[config.mk]
export PLATFORM = sky130hd
export DESIGN_NAME = primary_id_status_regs
export DESIGN_NICKNAME = d
export VERILOG_FILES = /design/src/idstat_pkg.sv /design/src/odd_parity.sv /design/src/primary_id_status_regs.sv
export SDC_FILE = /design/constraint.sdc
export NUM_CORES = 1
export LEC_CHECK = 0
export ABC_AREA = 1
export BUFFER_PORTS_ARGS = -buffer_cell sky130_fd_sc_hd__buf_2
export CORE_UTILIZATION = 41
export DETAILED_ROUTE_END_ITERATION = 6
export GPL_TIMING_DRIVEN = 0
export PLACE_DENSITY = 0.74
export SYNTH_ARGS = -nofsm -noshare
export SYNTH_HDL_FRONTEND = slang
export SYNTH_SLANG_ARGS = --single-unit
[constraint.sdc]
create_clock -name i_clk -period 1 [get_ports i_clk]
set_clock_uncertainty 0.2 [all_clocks]
set_input_delay 0 -clock i_clk [delete_from_list [all_inputs] [get_ports i_clk]]
set_output_delay 0 -clock i_clk [all_outputs]
set_load 0.02 [all_outputs]
[src/idstat_pkg.sv]
// Constants and types for the primary identification and status registers
// Functional notes
// - Bits 15:4 of the identity word hold a fixed, read-only chip version code that writes cannot change.
// - Bit 1 of the identity and status words reports whether the previous serial message was processed (0) or discarded (1).
// - Bit 0 of the identity and status words is an odd parity bit for that word; unmapped words read as 0x0000.
// - Status bit 11 is the OR of all bits of the primary error register.
// - Status bits 9:8 hold the latest turn-on plateau request, coded as the turn-on plateau control field.
// - Status bits 5:2 hold the latest regular turn-off plateau request, coded as the turn-off control field.
// - Status bit 7 is 1 when the operating mode taken at the latest update was the active mode (code 4).
// - Status bit 6 is 1 when the secondary chip is ready and 0 when it is not.
// - Each address selects one whole 16-bit word; there is no byte access.
package idstat_pkg;

  localparam logic [7:0]  ADDR_IDENTITY  = 8'h00;
  localparam logic [7:0]  ADDR_STATUS    = 8'h01;
  localparam logic [15:0] STATUS_RESET   = 16'h087D;
  // Version code value is arbitrary
  localparam logic [11:0] CHIP_VERSION   = 12'h5C1;
  localparam logic [2:0]  ACTIVE_MODE_CODE = 3'h4;

  localparam int          POS_VERSION    = 4;
  localparam int          POS_ERR        = 11;
  localparam int          POS_TURN_ON    = 8;
  localparam int          POS_ACTIVE     = 7;
  localparam int          POS_SEC_READY  = 6;
  localparam int          POS_TURN_OFF   = 2;
  localparam int          POS_DISCARD    = 1;
  localparam int          POS_PARITY     = 0;

  typedef struct packed {
    logic [15:0] primary_error_reg;
    logic [1:0]  turn_on_plateau_status;
    logic [3:0]  turn_off_plateau_status;
    logic [2:0]  operating_mode;
    logic        secondary_ready_flag;
    logic        last_msg_discarded;
  } status_src_t;

endpackage : idstat_pkg

[src/odd_parity.sv]
// Odd parity generator for a 15-bit payload
`timescale 1ns/10ps
module odd_parity (
  input  wire logic [14:0] i_data,
  output logic             o_par
);
  assign o_par = ~(^i_data);
endmodule : odd_parity

[src/primary_id_status_regs.sv]
// Primary identity and status register bank with parity
`timescale 1ns/10ps
module primary_id_status_regs (
  input  wire logic                     i_clk,
  input  wire logic                     i_rstn,
  input  wire logic                     i_rd,
  input  wire logic [7:0]               i_addr,
  input  wire idstat_pkg::status_src_t  i_src,
  input  wire logic                     i_upd,
  output logic [15:0]                   o_rdata,
  output logic                          o_rvalid
);

  // Target of the read taken at this edge
  typedef enum logic [1:0] {
    READ_NONE     = 2'h0,
    READ_IDENTITY = 2'h1,
    READ_STATUS   = 2'h2,
    READ_UNMAPPED = 2'h3
  } read_sel_t;

  logic        rstn_s1_reg;
  logic        rstn_s1_next;
  logic        rstn_sync_reg;
  logic        rstn_sync_next;

  logic        err_any;
  logic        active_now;

  logic        err_reg;
  logic        err_next;
  logic [1:0]  turn_on_reg;
  logic [1:0]  turn_on_next;
  logic        active_reg;
  logic        active_next;
  logic        sec_ready_reg;
  logic        sec_ready_next;
  logic [3:0]  turn_off_reg;
  logic [3:0]  turn_off_next;

  logic [15:0] status_view;
  logic [14:0] id_payload;
  logic [14:0] st_payload;
  logic        id_par;
  logic        st_par;
  logic [15:0] id_word;
  logic [15:0] st_word;

  read_sel_t   read_sel;
  logic [15:0] rdata_reg;
  logic [15:0] rdata_next;
  logic        rvalid_reg;
  logic        rvalid_next;

  always_comb begin
    rstn_s1_next   = 1'h1;
    rstn_sync_next = rstn_s1_reg;
  end

  // Two flops keep a late release from reaching the design on a metastable edge
  always_ff @(posedge i_clk or negedge i_rstn) begin
    if (!i_rstn) begin
      rstn_s1_reg   <= 1'h0;
      rstn_sync_reg <= 1'h0;
    end else begin
      rstn_s1_reg   <= rstn_s1_next;
      rstn_sync_reg <= rstn_sync_next;
    end
  end

  always_comb begin
    err_any = |i_src.primary_error_reg;
  end

  always_comb begin
    case (i_src.operating_mode)
      idstat_pkg::ACTIVE_MODE_CODE: begin
        active_now = 1'h1;
      end
      default: begin
        active_now = 1'h0;
      end
    endcase
  end

  // Fields follow their sources only on an update, so they hold between updates; status bit 1 (discard) stays live
  always_comb begin
    err_next       = err_reg;
    turn_on_next   = turn_on_reg;
    active_next    = active_reg;
    sec_ready_next = sec_ready_reg;
    turn_off_next  = turn_off_reg;
    if (i_upd) begin
      err_next       = err_any;
      turn_on_next   = i_src.turn_on_plateau_status;
      active_next    = active_now;
      sec_ready_next = i_src.secondary_ready_flag;
      turn_off_next  = i_src.turn_off_plateau_status;
    end
  end

  always_ff @(posedge i_clk or negedge rstn_sync_reg) begin
    if (!rstn_sync_reg) begin
      err_reg       <= idstat_pkg::STATUS_RESET[idstat_pkg::POS_ERR];
      turn_on_reg   <= idstat_pkg::STATUS_RESET[idstat_pkg::POS_TURN_ON +: 2];
      active_reg    <= idstat_pkg::STATUS_RESET[idstat_pkg::POS_ACTIVE];
      sec_ready_reg <= idstat_pkg::STATUS_RESET[idstat_pkg::POS_SEC_READY];
      turn_off_reg  <= idstat_pkg::STATUS_RESET[idstat_pkg::POS_TURN_OFF +: 4];
    end else begin
      err_reg       <= err_next;
      turn_on_reg   <= turn_on_next;
      active_reg    <= active_next;
      sec_ready_reg <= sec_ready_next;
      turn_off_reg  <= turn_off_next;
    end
  end

  always_comb begin
    status_view = 16'h0000;
    status_view[idstat_pkg::POS_ERR] = err_reg;
    status_view[idstat_pkg::POS_TURN_ON +: 2] = turn_on_reg;
    status_view[idstat_pkg::POS_ACTIVE] = active_reg;
    status_view[idstat_pkg::POS_SEC_READY] = sec_ready_reg;
    status_view[idstat_pkg::POS_TURN_OFF +: 4] = turn_off_reg;
    status_view[idstat_pkg::POS_DISCARD] = i_src.last_msg_discarded;
  end

  always_comb begin
    id_payload = {idstat_pkg::CHIP_VERSION, 2'h0, i_src.last_msg_discarded};
  end

  always_comb begin
    st_payload = status_view[15:1];
  end

  odd_parity u_par_id (
    .i_data (id_payload),
    .o_par  (id_par)
  );

  odd_parity u_par_st (
    .i_data (st_payload),
    .o_par  (st_par)
  );

  always_comb begin
    id_word = {id_payload, id_par};
  end

  always_comb begin
    st_word = {st_payload, st_par};
  end

  always_comb begin
    read_sel = READ_NONE;
    if (i_rd) begin
      case (i_addr)
        idstat_pkg::ADDR_IDENTITY: begin
          read_sel = READ_IDENTITY;
        end
        idstat_pkg::ADDR_STATUS: begin
          read_sel = READ_STATUS;
        end
        default: begin
          read_sel = READ_UNMAPPED;
        end
      endcase
    end
  end

  // no write path, so no bit can be written
  always_comb begin
    rdata_next  = rdata_reg;
    rvalid_next = 1'h0;
    case (read_sel)
      READ_IDENTITY: begin
        rvalid_next = 1'h1;
        rdata_next  = id_word;
      end
      READ_STATUS: begin
        rvalid_next = 1'h1;
        rdata_next  = st_word;
      end
      // Unmapped words still answer, so a host never waits on them
      READ_UNMAPPED: begin
        rvalid_next = 1'h1;
        rdata_next  = 16'h0000;
      end
      default: begin
        rvalid_next = 1'h0;
        rdata_next  = rdata_reg;
      end
    endcase
  end

  // Read data stands until the next read, so a slow host may still pick it up
  always_ff @(posedge i_clk or negedge rstn_sync_reg) begin
    if (!rstn_sync_reg) begin
      rdata_reg  <= 16'h0000;
      rvalid_reg <= 1'h0;
    end else begin
      rdata_reg  <= rdata_next;
      rvalid_reg <= rvalid_next;
    end
  end

  assign o_rdata  = rdata_reg;
  assign o_rvalid = rvalid_reg;

endmodule : primary_id_status_regs

==> results.md, run 1 <==
* Largest net degree at the start of global routing at 23
* Crit-path cells: nor2_1 > nor2_4 > nand2_1 > nand3_2 > nand2_1 > nand2_1 > nand2_1 > nand2_1 > nand2_1
* GRT Total Usage at roughly a fifth
* H-tree levels at 1
* Core Region at around 0.0028 sq mm
* Vias post-DR at 1300
* Final hold vios at 13
* Layout fillers at 250
* Failing checks: DRC, hold timing, setup timing
* Mean area per synthesized cell at 7.79 sq um
* Cell area power density at between 1000 and 1500 mW/mm^2
* Worst path top cell family by delay: flip-flops
* Worst endpoint required time at between 1 and 1.5 ns
* WL per Instance at approximately 11 um
* Worst-Skew Late Latency at approximately 0.33 ns
* # setup viols final at 29
* Most used cell, CP: nand2_1
* Clock sinks at 24
* Total power at 2.05 mW
* Initial antenna violation count at 0
* Vias per inst at ~4.7
* Final ANT Viol Nets at 0
* Status: complete, but fails checks
* CP bufs+invs at 0
* Most common cell after layout, fill and taps aside: nand2_1
* Max Clk Rate at between 0.6 and 0.7 GHz
* Max reg flops at 12
* Synthesized flop and latch total at 24
* Reg clk slew, reported paths at 0.13 ns
* Global-route wire length before repair at about 4700 um
* Leak at between 1 and 1.5 nW
* Slew Limit Fails at 0
* CP Max Fanout at 6
* Layout cells sized above 1 at between 40% and 50%
* Sequential share of the synthesized area at between 40% and 50%
* 1st-pass router iterations at 6
* Min-Delay Path Class: in2reg
* CP max stage cell: dfstp_2
* Netlist cell types at 23
* Drt total wl at between 2000 and 3000 um
* RSZ-0062 raised after global routing: yes
* Row cnt at 19
* Total gr overflow at 0
* MaxCap Viol Count at 0
* DRC violations left at 10
* Final Critical Period at approximately 1.5 ns
* DPL Wire Length at 1920 um
* Top Ports at 56
* Num CTS Buffers at 3
* GP Congestion at ~0.75
* Startpoint types: register
* Util after Layout at about 72%
* Crit. End Element: register
* Nets at ~290
* Die area at between 0.003 and 0.004 sq mm
* Die W at approximately 57 um
* Multi-input logic area at 577 sq um
* Hold WS at -0.219 ns
* Peak VDD IR at about 0.00052 V
* Area Growth Syn to Fin at 63.6%
* FF/Latch Area at ~610 sq um
* Root Driver: clkbuf_4
* Starting Density at between 40% and 50%
* CTS Buffer Depth at 2
* N_diodes at 0
* CTS tree: built
* Final WS setup at -0.469 ns
* Commonest non-fill, non-tap cells in the layout: 73 x nand2_1, 38 x buf_2, 19 x buf_6
* CP Class: reg2reg
* Worst Path Arrival at 1.51 ns
* Syn Inst Count at ~160
* Cell Area, Synth at between 0.001 and 0.0015 sq mm
* Syn. warnings at 0
* DRT iter0 DRCs at 23
* Max incr delay on CP at 0.62 ns
* Port Buf Inserts at between 50 and 60
* Final cycle utilization of the critical path at 147%
* Chip height at approximately 57 um
* Vias in the first global route at 1192
timing repair:
action	4_1_cts	5_1_grt
buffers inserted	8	8
endpoints found under the setup margin	42	34
pin swaps	0	9
hold buffers	16	2
cloned	0	0
gates resized for setup	35	23
hold endpoints to repair	24	14
path summary, 6_finish.rpt:
path	startpoint	end	slack, ns	cells past startpoint
min in group asynchronous	rstn_sync_reg	o_rdata[9]	0.02	0
max in group asynchronous	i_rstn	rstn_sync_reg	0.16	3
worst max register to register	sec_ready_reg	o_rdata[0]	-0.47	9
worst min register to register	rstn_sync_reg	o_rdata[9]	0.02	0
worst min-delay path	i_src[14]	err_reg	-0.22	5
worst max-delay path	sec_ready_reg	o_rdata[0]	-0.47	9
cells in the mapped netlist (all sizes together):
cell type | instances | area, sq um
o31ai | 2 | 15.0
o211ai | 2 | 15.0
o21ai | 4 | 20.0
a21oi | 1 | 5.00
nor2 | 9 | 41.3
nand4 | 1 | 6.26
dfstp | 6 | 158
inv | 13 | 48.8
dfrtp | 18 | 450
xnor2 | 3 | 26.3
nor3 | 1 | 5.00
conb | 2 | 7.51
buf | 4 | 30.0
nor4 | 5 | 46.3
clkbuf | 3 | 11.3
xor2 | 3 | 26.3
nand3 | 4 | 30.0
nand2 | 77 | 289
per-stage QoR:
stage,setup slack [ns],setup TNS (ns),cell area [sq um],hold WS (ns),instances
2_1_floorplan,-0.356,-0.372,1240,-0.496,159
3_3_place_gp,-0.445,-4.65,1550,-0.415,243
3_5_place_dp,-0.444,-5.18,1550,-0.414,243
4_1_cts,-0.452,-6.61,1910,-0.243,271
5_1_grt,-0.561,-6.02,2010,-0.191,279
6_report,-0.469,-4.63,2010,-0.219,279
metal layers:
metal | track usage (%) | share of wire [%] | vias to the layer above
met1 | 20.3 | 40 | 575
li1 | - | - | 668
met4 | 11.5 | 2.2 | 0
met2 | 36.7 | 52 | 53
met3 | 3.00 | 5.9 | 4
met5 | 0 | 0 | -
report_power, final:
| part | internal, mW | switching [mW] |
|---|---|---|
| Clock | 0.223 | 0.301 |
| Sequential | 1.03 | 0.0681 |
| Combinational | 0.225 | 0.203 |
worst reg2reg max path, stage by stage (launching register included):
cell and delay (ns):
dfstp_2 0.62, nor2_1 0.09, nor2_4 0.09, nand2_1 0.06, nand3_2 0.07, nand2_1 0.05
nand2_1 0.05, nand2_1 0.04, nand2_1 0.05, nand2_1 0.05
logic make-up after synthesis:
| kind of cell | count (synthesis) | share of synthesized area, % |
|---|---|---|
| compound gates | 9 | 4.47 |
| flops | 24 | 49.4 |
| other cells | 2 | 0.610 |
| simple gates | 97 | 33.9 |
| buf+inv | 20 | 7.32 |
| xor+xnor | 6 | 4.27 |
area by class of cell:
cell class	count	area share, %
repair buffers	85	32.1
plain buffers	7	2.80
inverters	13	2.42
clock buffers	4	1.80
flip-flops and latches	24	30.3
multi-input cells	115	28.6
well taps	31	1.93
Power figures use the tool's default switching activity.
==> inputs of run 2 (changes only) <==
- CORE_UTILIZATION: 41 -> 45
- PLACE_DENSITY: 0.74 -> 0.77
- clock period: 1 -> 1.7 ns (I/O delays scaled with it)
==> results.md, run 2 (same netlist as run 1, synthesis figures left out) <==
* Status: finished, final reports clean
* 1st-pass router iterations at 5
* MaxCap Viol Count at 0
* Cell area power density at slightly above 600 mW/mm^2
* Worst Max-Slew Pin Slew at between 0.8 and 0.9 ns
* Util after Layout at between 70 and 80%
* Placed Cells at 242
* CP Max Fanout at 4
* Most common cell after layout, fill and taps aside: nand2_1
* Worst Path Arrival at 1.64 ns
* FF-to-FF End: o_rdata[4]
* Global-route wire length before repair at around 4500 um
* Num CTS Buffers at 3
* CP max stage cell: dfstp_2
* Reg2Reg Depth at 3
* Total power at roughly 1.2 mW
* Chip height at 54.3 um
* Total negative slack at 0 ns
* Max Clk Rate at roughly 0.64 GHz
* Leak at around 1.1 nW
* DPL Wire Length at a little over 2000 um
* Min-Delay Path Class: in2reg
* Peak VDD IR at approximately 0.00055 V
* Core Region at 0.00252 sq mm
* Nets at a little under 300
* Area Growth Syn to Fin at 54.0%
* CP Capture Point: o_rdata[4]
* N_diodes at 0
* Die W at between 50 and 60 um
* Worst endpoint required time at 1.77 ns
* CTS tree: built
* Slew headroom at around 44%
* GP Congestion at 0.771
* Slew Limit Fails at 0
* Port Buf Inserts at 53
* Final cycle utilization of the critical path at 92.1%
* Startpoint types: register
* CTS Buffer Depth at 2
* WL per Instance at 10.6 um
* Max reg flops at 12
* RSZ-0062 raised after global routing: no
* Final hold vios at 0
* Reg clk slew, reported paths at between 0.1 and 0.15 ns
* Final cell count without fillers at around 280
* DRC violations left at 0
* Row cnt at 18
* Final Critical Period at around 1.6 ns
* Top Ports at 56
* Drt total wl at between 2000 and 3000 um
* Vias per inst at 4.70
* Max incr delay on CP at approximately 0.6 ns
* Clock sinks at 24
* Commonest non-fill, non-tap cells in the layout: 77 x nand2_1, 53 x buf_2, 33 x dlygate4sd3_1
* CP Class: reg2reg
* H-tree levels at 1
* Crit-path cells: o211ai_1 > dlygate4sd3_1 > nand2_1
* RR Startpoint: turn_off_reg[2]
* Root Driver: clkbuf_4
* Layout cells sized above 1 at between 30% and 40%
* Total gr overflow at 0
* Crit. End Element: register
* Worst-Skew Late Latency at 0.32 ns
* # setup viols final at 0
* Final ANT Viol Nets at 0
* Starting Density at between 40 and 50%
* Vias post-DR at between 1000 and 1500
* Vias in the first global route at around 1100
* DRT iter0 DRCs at 20
* Crit path launch: turn_off_reg[2]
* R2R setup slack at approximately 0.13 ns
* Initial antenna violation count at 0
* Largest net degree at the start of global routing at 23
* Die area at between 0.002 and 0.003 sq mm
* GRT Total Usage at between 20 and 25%
run 2: changes by cell type in the layout (fill, tap and decap cells not counted), sizes merged:
cell	delta
clkbuf	+2
dlygate4sd3	+17
buf	-18
run 2: cell type report:
| type | count | area [sq um] |
|---|---|---|
| repair buffers | 86 | 596 |
| plain buffers | 7 | 42.5 |
| clock buffers | 4 | 26.3 |
| inverters | 13 | 48.8 |
| fillers | 203 | 627 |
| flip-flops and latches | 24 | 608 |
| well taps | 30 | 37.5 |
| multi-input cells | 115 | 537 |
run 2: worst min-delay path by stage:
| stage | startpoint | end | slack (ns) | cells past startpoint |
|---|---|---|---|---|
| 3_3_place_gp | i_rstn | rstn_s1_reg | -0.42 | 1 |
| 3_5_place_dp | i_rstn | rstn_s1_reg | -0.41 | 1 |
| 2_1_floorplan | i_rstn | rstn_s1_reg | -0.50 | 0 |
| 5_1_grt | i_addr[5] | o_rdata[0] | 0.06 | 8 |
| 6_report | i_addr[6] | o_rdata[0] | 0.01 | 8 |
| 4_1_cts | i_addr[3] | o_rdata[0] | 0.004 | 8 |
run 2: report_power, final:
part | switching, mW | internal, mW | total, mW | leakage [nW]
logic | 0.118 | 0.135 | 0.253 | 0.741
registers | 0.0367 | 0.603 | 0.640 | 0.303
clock network | 0.173 | 0.0920 | 0.265 | 0.0150
run 2: critical path, delay by kind of cell (launching register included):
family                 cells  cell delay, ns
flip-flops                 1            0.60
buffers and inverters      1            0.57
AO/OA/AOI/OAI              1            0.08
AND/OR/NAND/NOR            1            0.06
run 2: metal layers:
metal | share of wire [%] | global-route usage, % | vias to the layer above
met5 | 0 | 0 | -
li1 | - | - | 666
met3 | 6.1 | 2.50 | 4
met1 | 41 | 25.7 | 577
met4 | 1.2 | 10.3 | 0
met2 | 51 | 39.6 | 63
run 2: metrics by stage:
stage	instance area, sq um	setup slack [ns]	hold slack (ns)
6_report	1900	0.134	0.0150
3_3_place_gp	1540	0.245	-0.415
5_1_grt	1900	0.0869	0.0624
4_1_cts	1890	0.0724	0.00389
2_1_floorplan	1230	0.310	-0.496
3_5_place_dp	1540	0.232	-0.411
run 2: what timing repair did:
item	in CTS	in global routing
hold buffers	33	0
setup endpoints to repair	0	6
gates resized for setup	0	2
hold endpoints to repair	24	0
buffers inserted	0	0
==> inputs of run 3 (changes only) <==
- CORE_UTILIZATION: 45 -> 40
- PLACE_DENSITY: 0.77 -> 0.7
- SLEW_MARGIN: default -> 5
==> results.md, run 3 (same netlist as run 1, synthesis figures left out) <==
* Setup Fix Bufs, Post-CTS at 0
* Largest net degree at the start of global routing at 23
* Commonest non-fill, non-tap cells in the layout: 77 x nand2_1, 53 x buf_2, 31 x dlygate4sd3_1
* Slew Limit Fails at 0
* CP bufs+invs at 1
* Crit-path cells: o211ai_1 > dlygate4sd3_1 > nand2_1
* Most common cell after layout, fill and taps aside: nand2_1
* Worst Max-Slew Pin Slew at roughly 0.86 ns
* WL per Instance at about 10 um
* CP max stage cell: dfstp_2
* Placed inst area at 0.00154 sq mm
* Final WS setup at ~0.14 ns
* Root Driver: clkbuf_4
* Num CTS Buffers at 3
* Die W at 57.5 um
* Layout fillers at ~250
* # setup viols final at 0
* Status: complete, but fails checks
* CTS tree: built
* 1st-pass router iterations at 6
* Final Cell Area at about 0.0019 sq mm
* Port Buf Inserts at 53
* Worst Path Arrival at between 1.5 and 2 ns
* Grt peak-use layer: met2
* Slew headroom at a little over two fifths
* Failing checks: DRC
* Multi-input logic area at 537 sq um
* Vias post-DR at 1286
* DRC violations left at 5
* Pre-CTS setup slack at around 0.22 ns
* Total negative slack at 0 ns
* Max incr delay on CP at 0.60 ns
* MaxCap Viol Count at 0
* Reg clk slew, reported paths at approximately 0.13 ns
* Drt total wl at 2740 um
* Final ANT Viol Nets at 0
* Max Clk Rate at 0.640 GHz
* H-tree levels at 1
* Die area at 0.00330 sq mm
* N_diodes at 0
* GR Util met1 at a little over a fifth
* Row cnt at 19
* GRT Total Usage at 18.2%
* Total gr overflow at 0
* Nets at 287
* Core Region at roughly 0.0028 sq mm
* Worst path top cell family by delay: flip-flops
* CTS Buffer Depth at 2
* Max reg flops at 12
* Area Growth Syn to Fin at 53.3%
* DRT iter0 DRCs at 32
* Starting Density at between 40% and 50%
* Vias in the first global route at about 1200
* CP Class: reg2reg
* Worst-Skew Late Latency at 0.32 ns
* DPL Wire Length at about 1900 um
* FF/Latch Area at roughly 610 sq um
* Crit. End Element: register
* Final Critical Period at between 1.5 and 2 ns
* GP Congestion at approximately 0.75
* Final hold vios at 0
* Final cycle utilization of the critical path at 91.9%
* Worst endpoint required time at roughly 1.8 ns
* RSZ-0062 raised after global routing: no
* CP Max Fanout at 4
* Startpoint types: register
* Min-Delay Path Class: in2reg
* GR Util met3 at under 10%
* Layout cells sized above 1 at between 30% and 40%
* Top Ports at 56
* Leak at between 1 and 1.5 nW
* Initial antenna violation count at 0
* Cell area power density at between 600 and 700 mW/mm^2
* Clock sinks at 24
* Peak VDD IR at about 0.00033 V
* GR Util met2 at around a third
* Chip height at around 57 um
* Global-route wire length before repair at ~4600 um
* Vias per inst at around 4.6
==> run 3: timing repair <==
action                                  CTS  global route
hold endpoints to repair                 24             0
endpoints found under the setup margin    0             7
hold buffers                             31             0
resized for setup                         0             2
==> run 3: final timing paths <==
kind	startpoint	end	slack, ns	depth (start not counted)
setup / recovery	turn_off_reg[2]	o_rdata[4]	0.14	3
hold / removal	i_rd	o_rdata[6]	0.08	5
setup reg to reg	turn_off_reg[2]	o_rdata[4]	0.14	3
hold reg to reg	rstn_sync_reg	turn_on_reg[1]	0.16	0
max in group asynchronous	rstn_sync_reg	o_rdata[5]	0.61	0
min in group asynchronous	rstn_sync_reg	turn_on_reg[1]	0.16	0
==> run 3: worst min-delay path, cell delays in order <==
cell and delay [ns]:
buf_2 0.14, inv_2 0.07, clkbuf_1 0.22, nand2_1 0.11, nand2_1 0.04
==> run 3: area by class of cell <==
| cell class | instances | area share (%) |
|---|---|---|
| multi-input cells | 115 | 28.4 |
| plain buffers | 7 | 2.25 |
| clock buffers | 4 | 1.92 |
| inverters | 13 | 2.59 |
| repair buffers | 84 | 30.5 |
| flip-flops and latches | 24 | 32.2 |
| well taps | 31 | 2.06 |
==> run 3: power breakdown <==
part | internal, mW | switching (mW)
combinational | 0.129 | 0.112
clock | 0.131 | 0.171
sequential | 0.603 | 0.0353
total | 0.863 | 0.318
==> run 3: routing by layer <==
metal / wire (um) / share of wire, %
met3: 183 / 6.7
met2: 1310 / 48
met4: 51 / 1.9
met1: 1200 / 44
met5: 0 / 0
==> run 3: per-stage QoR <==
stage	hold WS, ns	util [%]	std cells	total power [mW]
2_1_floorplan	-0.496	-	159	0.767
3_3_place_gp	-0.414	54.4	243	0.842
3_5_place_dp	-0.412	54.4	243	0.843
4_1_cts	0.0615	66.7	278	1.19
5_1_grt	0.103	66.7	278	1.26
6_report	0.0844	66.7	278	1.18
